[config.mk]
export PLATFORM = sky130hd
export DESIGN_NAME = pfm_host_ctrl
export DESIGN_NICKNAME = d
export VERILOG_FILES = /design/src/pfm_pkg.sv /design/src/pfm_host_ctrl.sv
export SDC_FILE = /design/constraint.sdc
export NUM_CORES = 1
export LEC_CHECK = 0
export ABC_AREA = 0
export CORE_MARGIN = 10
export CORE_UTILIZATION = 30
export CTS_CLUSTER_SIZE = 24
export DETAILED_ROUTE_END_ITERATION = 10
export DONT_BUFFER_PORTS = 1
export GPL_ROUTABILITY_DRIVEN = 0
export HOLD_SLACK_MARGIN = 0.08
export PLACE_DENSITY = 0.52
export RECOVER_POWER = 50
export SLEW_MARGIN = 20
export SYNTH_ARGS = -nofsm -noshare
export SYNTH_HDL_FRONTEND = slang
export SYNTH_SLANG_ARGS = --single-unit
[constraint.sdc]
create_clock -name core_clk -period 3.1 [get_ports core_clk]
set_input_delay 0.93 -clock core_clk [delete_from_list [all_inputs] [get_ports core_clk]]
set_output_delay 0.93 -clock core_clk [all_outputs]
set_load 0.005 [all_outputs]
[src/pfm_pkg.sv]
// Constants shared by the parallel flash mode controller
package pfm_pkg;

    // Core clock period
    localparam int CLK_PERIOD_PS = 8000;

    // Pin timing in nanoseconds (plain defaults for the attached part)
    localparam int ACCESS_NS      = 70;    // address_access_time
    localparam int WR_SETUP_NS    = 10;
    localparam int WR_PULSE_NS    = 35;
    localparam int WR_HOLD_NS     = 20;
    localparam int RST_PULSE_NS   = 500;   // restart_pulse_min
    localparam int RST_READY_NS   = 20000; // restart completion time
    localparam int RST_TO_READ_NS = 50;    // restart_to_read_delay
    localparam int SYNC_STAGES    = 3;

    // Least time in cycles, rounded up, never below one
    function automatic logic [11:0] minCycles(input int ns);
        int c;
        c = (ns * 1000 + CLK_PERIOD_PS - 1) / CLK_PERIOD_PS;
        if (c < 1) begin
            c = 1;
        end
        return c[11:0];
    endfunction

    // Cycle counts derived from the times above
    localparam logic [11:0] ACCESS_CYC      = minCycles(ACCESS_NS);
    localparam logic [11:0] WR_SETUP_CYC    = minCycles(WR_SETUP_NS);
    localparam logic [11:0] WR_PULSE_CYC    = minCycles(WR_PULSE_NS);
    localparam logic [11:0] WR_HOLD_CYC     = minCycles(WR_HOLD_NS);
    localparam logic [11:0] RST_PULSE_CYC   = minCycles(RST_PULSE_NS);
    localparam logic [11:0] RST_READY_CYC   = 12'((RST_READY_NS * 1000) / CLK_PERIOD_PS);
    localparam logic [11:0] RST_TO_READ_CYC = minCycles(RST_TO_READ_NS);
    localparam logic [11:0] SYNC_CYC        = 12'(SYNC_STAGES);

    // Register byte offsets
    localparam logic [7:0] CTRL_OFS   = 8'h00;
    localparam logic [7:0] ADDR_OFS   = 8'h04;
    localparam logic [7:0] WDATA_OFS  = 8'h08;
    localparam logic [7:0] RDATA_OFS  = 8'h0c;
    localparam logic [7:0] STATUS_OFS = 8'h10;

    // Control fields
    localparam int CTRL_GO_BIT    = 0;
    localparam int CTRL_OP_LSB    = 1;
    localparam int CTRL_ACCEL_BIT = 3;
    localparam int CTRL_WP_BIT    = 4;
    localparam logic [1:0] CTRL_OP_RST   = 2'h0;
    localparam logic       CTRL_ACCEL_RST = 1'b0;
    localparam logic       CTRL_WP_RST    = 1'b1;

    // Status fields
    localparam int STAT_BUSY_BIT  = 0;
    localparam int STAT_RB_BIT    = 1;
    localparam int STAT_HV_BIT    = 2;
    localparam int STAT_INTR_BIT  = 3;
    localparam int STAT_REFUS_BIT = 4;

    // Operations started by the go bit
    typedef enum logic [1:0] {
        OP_READ    = 2'b00,
        OP_WRITE   = 2'b01,
        OP_ACCPROG = 2'b10,
        OP_RESTART = 2'b11
    } pfm_op_e;

    // Pin sequencer states
    typedef enum logic [2:0] {
        ST_IDLE     = 3'b000,
        ST_RD_WAIT  = 3'b001,
        ST_WR_SETUP = 3'b010,
        ST_WR_PULSE = 3'b011,
        ST_WR_HOLD  = 3'b100,
        ST_RST_LOW  = 3'b101,
        ST_RST_RDY  = 3'b110,
        ST_RST_HOLD = 3'b111
    } pfm_state_e;

endpackage

[src/pfm_host_ctrl.sv]
// Host-side controller driving a multi-bank parallel NOR flash over its pins
//
// How it works
// - Accelerated program issues exactly two write cycles: command word, then data.
// - High voltage only while accel programming is enabled; reads are refused then.
// - Protect level and high-voltage enable are always driven, never floating.
// - Restart during busy sets a sticky flag so software reissues the operation.
// - After restart release no operation starts before the restart-to-read delay.
// - A write cycle drops write enable and chip select with output enable high.
//
// Local design decisions: the AHB-Lite register port and the placing of the registers.
`timescale 1ns/100ps
`default_nettype none

module pfm_host_ctrl
    import pfm_pkg::*;
#(
    parameter int ADDR_W = 21,
    parameter int DATA_W = 16
) (
    // Clock and reset
    input  wire logic              core_clk,
    input  wire logic              rst,
    // AHB-Lite slave
    input  wire logic              hsel,
    input  wire logic [31:0]       haddr,
    input  wire logic [1:0]        htrans,
    input  wire logic              hwrite,
    input  wire logic [2:0]        hsize,
    input  wire logic [31:0]       hwdata,
    input  wire logic              hready,
    output logic                   hreadyout,
    output logic                   hresp,
    output logic [31:0]            hrdata,
    // Flash control pins
    output logic                   flashCeN,
    output logic                   flashOeN,
    output logic                   flashWeN,
    output logic                   flashRestartN,
    output logic [ADDR_W-1:0]      flashAddr,
    input  wire logic              readyBusyN,
    // Protect/accelerate pin drive
    output logic                   protectAccelLevel,
    output logic                   highAccelVoltageEn,
    // Data lines
    input  wire logic [DATA_W-1:0] dqIn,
    output logic [DATA_W-1:0]      dqOut,
    output logic                   dqOe
);

    ////////////////////////////////////////////////////////////////////////
    // Bus slave

    logic              apValid_q;
    logic              apWrite_q;
    logic [7:0]        apOfs_q;
    logic [31:0]       hrdata_q;
    logic [1:0]        op_q;
    logic              accelEn_q;
    logic              wpLevel_q;
    logic [ADDR_W-1:0] addrReg_q;
    logic [31:0]       wdataReg_q;
    logic [DATA_W-1:0] rdataReg_q;
    logic              intrFlag_q;
    logic              refusFlag_q;
    pfm_state_e        state_q;
    pfm_state_e        state_d;
    logic [11:0]       cnt_q;
    logic [11:0]       cnt_d;
    logic              secondPend_q;
    logic [2:0]        rbSync_q;
    logic              rbStable_q;
    logic [DATA_W-1:0] dqS1_q;
    logic [DATA_W-1:0] dqS2_q;
    logic [DATA_W-1:0] dqS3_q;

    // Address phase decode and data phase write strobes
    wire        apTake   = hsel & hready & htrans[1];
    wire        dpWr     = apValid_q & apWrite_q;
    wire        wrCtrl   = dpWr & (apOfs_q == CTRL_OFS);
    wire        wrAddr   = dpWr & (apOfs_q == ADDR_OFS);
    wire        wrWdata  = dpWr & (apOfs_q == WDATA_OFS);
    wire        wrStatus = dpWr & (apOfs_q == STATUS_OFS);
    wire        goReq    = wrCtrl & hwdata[CTRL_GO_BIT];
    wire [1:0]  goOp     = hwdata[CTRL_OP_LSB +: 2];
    wire        idle     = (state_q == ST_IDLE);
    wire        needAcc  = (goOp == OP_ACCPROG);
    wire        badRead  = (goOp == OP_READ) & (accelEn_q | hwdata[CTRL_ACCEL_BIT]);
    wire        badAcc   = needAcc & ~hwdata[CTRL_ACCEL_BIT];
    wire        goOk     = goReq & idle & ~badRead & ~badAcc;
    wire        refuse   = goReq & ~goOk;
    wire        rstStart = (state_q == ST_RST_LOW) & (cnt_q == RST_PULSE_CYC);
    wire        intrSet  = rstStart & ~rbStable_q;

    // Read mux for the register in address phase
    wire [31:0] ctrlRd   = {27'h0, wpLevel_q, accelEn_q, op_q, 1'b0};
    wire [31:0] statRd   = {27'h0, refusFlag_q, intrFlag_q, accelEn_q, rbStable_q, ~idle};
    wire [31:0] rdMux    = (haddr[7:0] == CTRL_OFS)   ? ctrlRd :
                           (haddr[7:0] == ADDR_OFS)   ? 32'(addrReg_q) :
                           (haddr[7:0] == WDATA_OFS)  ? wdataReg_q :
                           (haddr[7:0] == RDATA_OFS)  ? 32'(rdataReg_q) :
                           (haddr[7:0] == STATUS_OFS) ? statRd : 32'h0;

    // Zero wait state slave, always OKAY
    assign hreadyout = 1'b1;
    assign hresp     = 1'b0;
    assign hrdata    = hrdata_q;

    // Address phase capture
    always_ff @(posedge core_clk) begin
        if (rst) begin
            apValid_q <= 1'b0;
            apWrite_q <= 1'b0;
            apOfs_q   <= 8'h0;
            hrdata_q  <= 32'h0;
        end else begin
            apValid_q <= apTake;
            apWrite_q <= hwrite;
            apOfs_q   <= haddr[7:0];
            hrdata_q  <= (apTake & ~hwrite) ? rdMux : hrdata_q;
        end
    end

    // Control, address and data registers
    always_ff @(posedge core_clk) begin
        if (rst) begin
            op_q       <= CTRL_OP_RST;
            accelEn_q  <= CTRL_ACCEL_RST;
            wpLevel_q  <= CTRL_WP_RST;
            addrReg_q  <= '0;
            wdataReg_q <= 32'h0;
        end else begin
            op_q       <= wrCtrl ? goOp : op_q;
            accelEn_q  <= wrCtrl ? hwdata[CTRL_ACCEL_BIT] : accelEn_q;
            wpLevel_q  <= wrCtrl ? hwdata[CTRL_WP_BIT] : wpLevel_q;
            addrReg_q  <= wrAddr ? hwdata[ADDR_W-1:0] : addrReg_q;
            wdataReg_q <= wrWdata ? hwdata : wdataReg_q;
        end
    end

    // Sticky flags, write one to clear, a set in the same cycle wins
    always_ff @(posedge core_clk) begin
        if (rst) begin
            intrFlag_q  <= 1'b0;
            refusFlag_q <= 1'b0;
        end else begin
            intrFlag_q  <= intrSet | (intrFlag_q & ~(wrStatus & hwdata[STAT_INTR_BIT]));
            refusFlag_q <= refuse | (refusFlag_q & ~(wrStatus & hwdata[STAT_REFUS_BIT]));
        end
    end

    ////////////////////////////////////////////////////////////////////////
    // Pin input synchronisers

    // Ready/busy passes three stages; a change counts when stages two and three agree
    always_ff @(posedge core_clk) begin
        if (rst) begin
            rbSync_q   <= 3'b111;
            rbStable_q <= 1'b1;
        end else begin
            rbSync_q   <= {rbSync_q[1:0], readyBusyN};
            rbStable_q <= (rbSync_q[1] == rbSync_q[2]) ? rbSync_q[2] : rbStable_q;
        end
    end

    // Data lines pass three stages before capture
    always_ff @(posedge core_clk) begin
        if (rst) begin
            dqS1_q <= '0;
            dqS2_q <= '0;
            dqS3_q <= '0;
        end else begin
            dqS1_q <= dqIn;
            dqS2_q <= dqS1_q;
            dqS3_q <= dqS2_q;
        end
    end

    ////////////////////////////////////////////////////////////////////////
    // Pin sequencer

    wire cntDone = (cnt_q == 12'h0);
    wire cntDec  = ~cntDone;
    wire rdyTmo  = cntDone & (state_q == ST_RST_RDY);

    // Next state and interval count
    always_comb begin
        state_d = state_q;
        cnt_d   = cntDec ? cnt_q - 12'h1 : cnt_q;
        unique case (state_q)
            ST_IDLE: begin
                if (goOk) begin
                    unique case (goOp)
                        OP_READ: begin
                            state_d = ST_RD_WAIT;
                            cnt_d   = ACCESS_CYC + SYNC_CYC;
                        end
                        OP_WRITE, OP_ACCPROG: begin
                            state_d = ST_WR_SETUP;
                            cnt_d   = WR_SETUP_CYC;
                        end
                        OP_RESTART: begin
                            state_d = ST_RST_LOW;
                            cnt_d   = RST_PULSE_CYC;
                        end
                    endcase
                end
            end
            ST_RD_WAIT: begin
                if (cntDone) begin
                    state_d = ST_IDLE;
                end
            end
            ST_WR_SETUP: begin
                if (cntDone) begin
                    state_d = ST_WR_PULSE;
                    cnt_d   = WR_PULSE_CYC;
                end
            end
            ST_WR_PULSE: begin
                if (cntDone) begin
                    state_d = ST_WR_HOLD;
                    cnt_d   = WR_HOLD_CYC;
                end
            end
            ST_WR_HOLD: begin
                if (cntDone) begin
                    state_d = secondPend_q ? ST_WR_SETUP : ST_IDLE;
                    cnt_d   = WR_SETUP_CYC;
                end
            end
            ST_RST_LOW: begin
                if (cntDone) begin
                    state_d = ST_RST_RDY;
                    cnt_d   = RST_READY_CYC;
                end
            end
            ST_RST_RDY: begin
                if (rbStable_q | rdyTmo) begin
                    state_d = ST_RST_HOLD;
                    cnt_d   = RST_TO_READ_CYC;
                end
            end
            ST_RST_HOLD: begin
                if (cntDone) begin
                    state_d = ST_IDLE;
                end
            end
        endcase
    end

    // State and counter
    always_ff @(posedge core_clk) begin
        if (rst) begin
            state_q <= ST_IDLE;
            cnt_q   <= 12'h0;
        end else begin
            state_q <= state_d;
            cnt_q   <= cnt_d;
        end
    end

    // Second cycle of an accelerated program is pending during the first
    always_ff @(posedge core_clk) begin
        if (rst) begin
            secondPend_q <= 1'b0;
        end else if (goOk) begin
            secondPend_q <= needAcc;
        end else if ((state_q == ST_WR_HOLD) & cntDone) begin
            secondPend_q <= 1'b0;
        end
    end

    // Read capture after the access time
    always_ff @(posedge core_clk) begin
        if (rst) begin
            rdataReg_q <= '0;
        end else if ((state_q == ST_RD_WAIT) & cntDone) begin
            rdataReg_q <= dqS3_q;
        end
    end

    ////////////////////////////////////////////////////////////////////////
    // Registered pin drive

    wire inRead  = (state_d == ST_RD_WAIT);
    wire inWrite = (state_d == ST_WR_SETUP) | (state_d == ST_WR_PULSE) |
                   (state_d == ST_WR_HOLD);
    wire inRstLo = (state_d == ST_RST_LOW);
    wire firstWr = secondPend_q | (goOk & needAcc);
    wire [DATA_W-1:0] wrWord = firstWr ? wdataReg_q[31:16] : wdataReg_q[DATA_W-1:0];

    // Pin registers follow the next state, so pins change with the state
    always_ff @(posedge core_clk) begin
        if (rst) begin
            flashCeN      <= 1'b1;
            flashOeN      <= 1'b1;
            flashWeN      <= 1'b1;
            flashRestartN <= 1'b1;
            flashAddr     <= '0;
            dqOut         <= '0;
            dqOe          <= 1'b0;
        end else begin
            flashCeN      <= ~(inRead | inWrite);
            flashOeN      <= ~inRead;
            flashWeN      <= ~(state_d == ST_WR_PULSE);
            flashRestartN <= ~inRstLo;
            flashAddr     <= (inRead | inWrite) ? addrReg_q : flashAddr;
            dqOut         <= inWrite ? wrWord : dqOut;
            dqOe          <= inWrite;
        end
    end

    // Protect/accelerate pin: both drives always defined
    always_ff @(posedge core_clk) begin
        if (rst) begin
            protectAccelLevel  <= CTRL_WP_RST;
            highAccelVoltageEn <= CTRL_ACCEL_RST;
        end else begin
            protectAccelLevel  <= wpLevel_q;
            highAccelVoltageEn <= accelEn_q;
        end
    end

endmodule

`default_nettype wire

==> run metrics <==
status=completed; crit path to=flashAddr[18]; Hold Path Class=reg2reg; CTS Root Cell=clkbuf_16; WL per Instance=18.7 um; area delta synth->final=15.1%; Synth cell types=66; yosys warns=0; Syn Std Cell Area=~9400 um^2; worst slew pin tran=720 ps; Worst-path clk slew=about 60 ps; Crit Path Max Fanout=11; Overflow after GRT=0; skew final=between 10 and 15 ps; Cell Pwr Density=692 nW/um^2; Syn Nets=1,080; Detail Route Antenna Nets=0; number of synthesized flops with an enable pin=0; reg-to-reg endpoint=flashAddr[18]; Die W=197 um; clk_lat worst skew=530 ps; Tmin final=around 2800 ps; Initial Util=0.305; CTS sink cnt=229; DRC=0; CTS buffer count=26; first-pass GRT wire length=39,800 um; LEAKAGE=~4.3 nW; Die Area=38,700 um^2; Die H=197 um; cell area after layout=10,800 um^2; largest net degree at the start of global routing=260; syn_area_per_cell=9.55 um^2; CORE AREA=slightly above 30,000 um^2; drt pass-1 iters=5; DP Area=9800 um^2; routed vias/inst=4.82; #FFs+latches synth=229; Hold Vio Cnt, Final=0; footprint of the multi-input gates=4460 um^2; Final Non-Filler Cells=1,374; critical path arrival=3230 ps; row count=64; Final nets=1,058; top_reg_cell synth=dfxtp_1; flop2flop setup slack=310 ps; Filler Cells Inserted=3,102; CP Launch Point=cnt_q[0]; routed wire length=25,700 um; PortBufs=0; FF-to-FF path depth=10; FF-to-FF Start=cnt_q[0]; GRT Total Usage=0.128; antenna diode count=0; CP required=3540 ps; CTS max path bufs=3; share of cells above drive strength 1=0.117; post-synthesis sequential area ratio=0.490; DRT iter0 DRCs=approximately 470; MaxCap Viol Count=0; fin. max-slew vios=0; Final period util=0.899; Worst Setup End Kind=register; crit path launch type=register; Syn Inst Count=between 900 and 1,000; I/O pin cnt=approximately 170; Rel. slew slack=0.520; CTS tree=done; Placed Instances=1,327; HPWL after detailed placement=17,500 um; Vias=6,617; H-tree levels=1; f_max=359 MHz; number of global-route vias before repair=6,511; VDD IR max=332 uV; initial antenna violation count=0; async set-reset flop share out of synthesis=0; RSZ-0062 raised after global routing=no; Hold WS=407 ps; count of final setup violators=0; critical path class=reg2reg; Storage cell area=4580 um^2
==> worst max-delay path: stages, from the launching register on <==
cell and delay, ps:
dfxtp_1 350, inv_1 120, ha_1 160, nor3b_2 290, and4_1 270, inv_2 90
o21a_1 230, a311oi_4 480, xor2_4 290, buf_12 190, mux2i_1 210
==> logic make-up (layout without fill, tap and decap cells) <==
family / after synthesis / in the layout / synth area share
compound gates: 129 / 129 / 0.0917
xor+xnor: 6 / 6 / 0.00641
fa+ha+maj: 8 / 8 / 0.0107
buf+inv: 86 / 83 / 0.0371
flops: 229 / 229 / 0.490
mux: 136 / 136 / 0.155
other cells: 2 / 2 / 0.000802
simple gates: 385 / 385 / 0.209
==> cell usage in the layout, fill, tap and decap left out, types with 3 or more instances in the layout <==
| cell type | count |
|---|---|
| nand3b_1 | 4 |
| dfxtp_1 | 229 |
| nand3_1 | 13 |
| nor3_1 | 27 |
| xor2_1 | 3 |
| nor4_1 | 3 |
| o21ai_0 | 16 |
| a22oi_1 | 31 |
| a31oi_1 | 5 |
| o31ai_1 | 3 |
| clkinv_4 | 3 |
| nor2b_1 | 80 |
| mux2i_1 | 103 |
| or2_2 | 5 |
| nand2_1 | 27 |
| buf_4 | 16 |
| mux2_2 | 28 |
| a21o_1 | 3 |
| nor2_1 | 154 |
| bufinv_16 | 6 |
| mux4_2 | 4 |
| nand2b_1 | 46 |
| clkbuf_8 | 5 |
| o22ai_1 | 4 |
| buf_12 | 4 |
| ha_1 | 8 |
| inv_1 | 14 |
| nand4_1 | 4 |
| clkbuf_16 | 27 |
| or3_1 | 4 |
| a21oi_1 | 42 |
| nor4b_1 | 3 |
| clkinv_2 | 4 |
| o211ai_1 | 3 |
==> power breakdown <==
group          total, mW  internal [mW]  switching [mW]
combinational      0.843          0.381           0.463
sequential          3.16           3.05           0.112
clock               3.46           2.20            1.26
==> layout make-up <==
type | instances | area share
clock buffer | 33 | 0.0694
clock inverter | 14 | 0.0217
inverter | 15 | 0.00522
multi-input combinational | 666 | 0.414
sequential | 229 | 0.425
tap | 396 | 0.0460
timing repair buffer | 21 | 0.0189
==> worst min-delay path by stage <==
stage	start	to	slack, ps	cells past startpoint
4_1_cts	rbSync_q[0]	rbSync_q[1]	410	1
6_report	rbSync_q[0]	rbSync_q[1]	410	1
3_3_place_gp	rbSync_q[0]	rbSync_q[1]	400	1
5_1_grt	rbSync_q[0]	rbSync_q[1]	420	1
2_1_floorplan	rbSync_q[0]	rbSync_q[1]	390	1
3_5_place_dp	rbSync_q[0]	rbSync_q[1]	400	1
==> registers in the layout, indices dropped and copies added, names as in the netlist, 2 cells and up <==
name,flops
hrdata,32
wdataReg_q,32
addrReg_q,21
flashAddr,21
dqOut,16
dqS1_q,16
dqS2_q,16
dqS3_q,16
rdataReg_q,16
cnt_q,12
apOfs_q,8
rbSync_q,3
state_q,3
op_q,2
==> per-layer routing <==
| metal | vias up | track usage | part of all wire |
|---|---|---|---|
| met5 | - | 0 | 0 |
| met4 | 0 | 0.0255 | 0.011 |
| met3 | 25 | 0.0399 | 0.070 |
| met2 | 147 | 0.198 | 0.45 |
| met1 | 3138 | 0.172 | 0.47 |
| li1 | 3307 | - | - |
==> per-stage QoR <==
stage	setup TNS (ps)	setup WS (ps)	total power [mW]	util
6_report	0	314	7.46	0.352
4_1_cts	0	123	7.54	0.351
3_3_place_gp	0	235	4.05	0.319
5_1_grt	0	112	7.81	0.352
2_1_floorplan	-1.58	-1.58	3.89	-
3_5_place_dp	0	196	4.05	0.319
==> synth_stat cells (all sizes together) (2+ instances only) <==
cell type	number	share of area
a41o	2	0.0021
clkbuf	61	0.024
o211ai	3	0.0024
ha	8	0.011
or2	6	0.0040
a21oi	43	0.023
nor4	4	0.0043
nand3b	4	0.0032
a211o	2	0.0019
mux4	4	0.0096
dfxtp	229	0.49
inv	15	0.0060
nand4	4	0.0027
conb	2	0.00080
a21o	3	0.0024
mux2i	103	0.11
and3	2	0.0013
a31oi	5	0.0033
xor2	4	0.0045
a22oi	31	0.025
a311oi	2	0.0037
nor2b	80	0.053
nor3b	3	0.0024
nand2b	46	0.031
nor4b	3	0.0028
nand3	13	0.0069
and4	2	0.0019
nor2	154	0.062
nand2	27	0.011
or3	4	0.0027
mux2	29	0.035
o31ai	4	0.0037
o22ai	4	0.0027
o21ai	16	0.0086
nor3	28	0.015
buf	10	0.0067
a211oi	2	0.0016
xnor2	2	0.0019
or4	2	0.0016
==> what timing repair did <==
item / in CTS / in global routing
gates resized for setup: 0 / 1
setup endpoints to repair: 0 / 33
hold buffers: 0 / 0
setup buffers: 0 / 0
No activity file was read; power rests on OpenSTA's default activity.
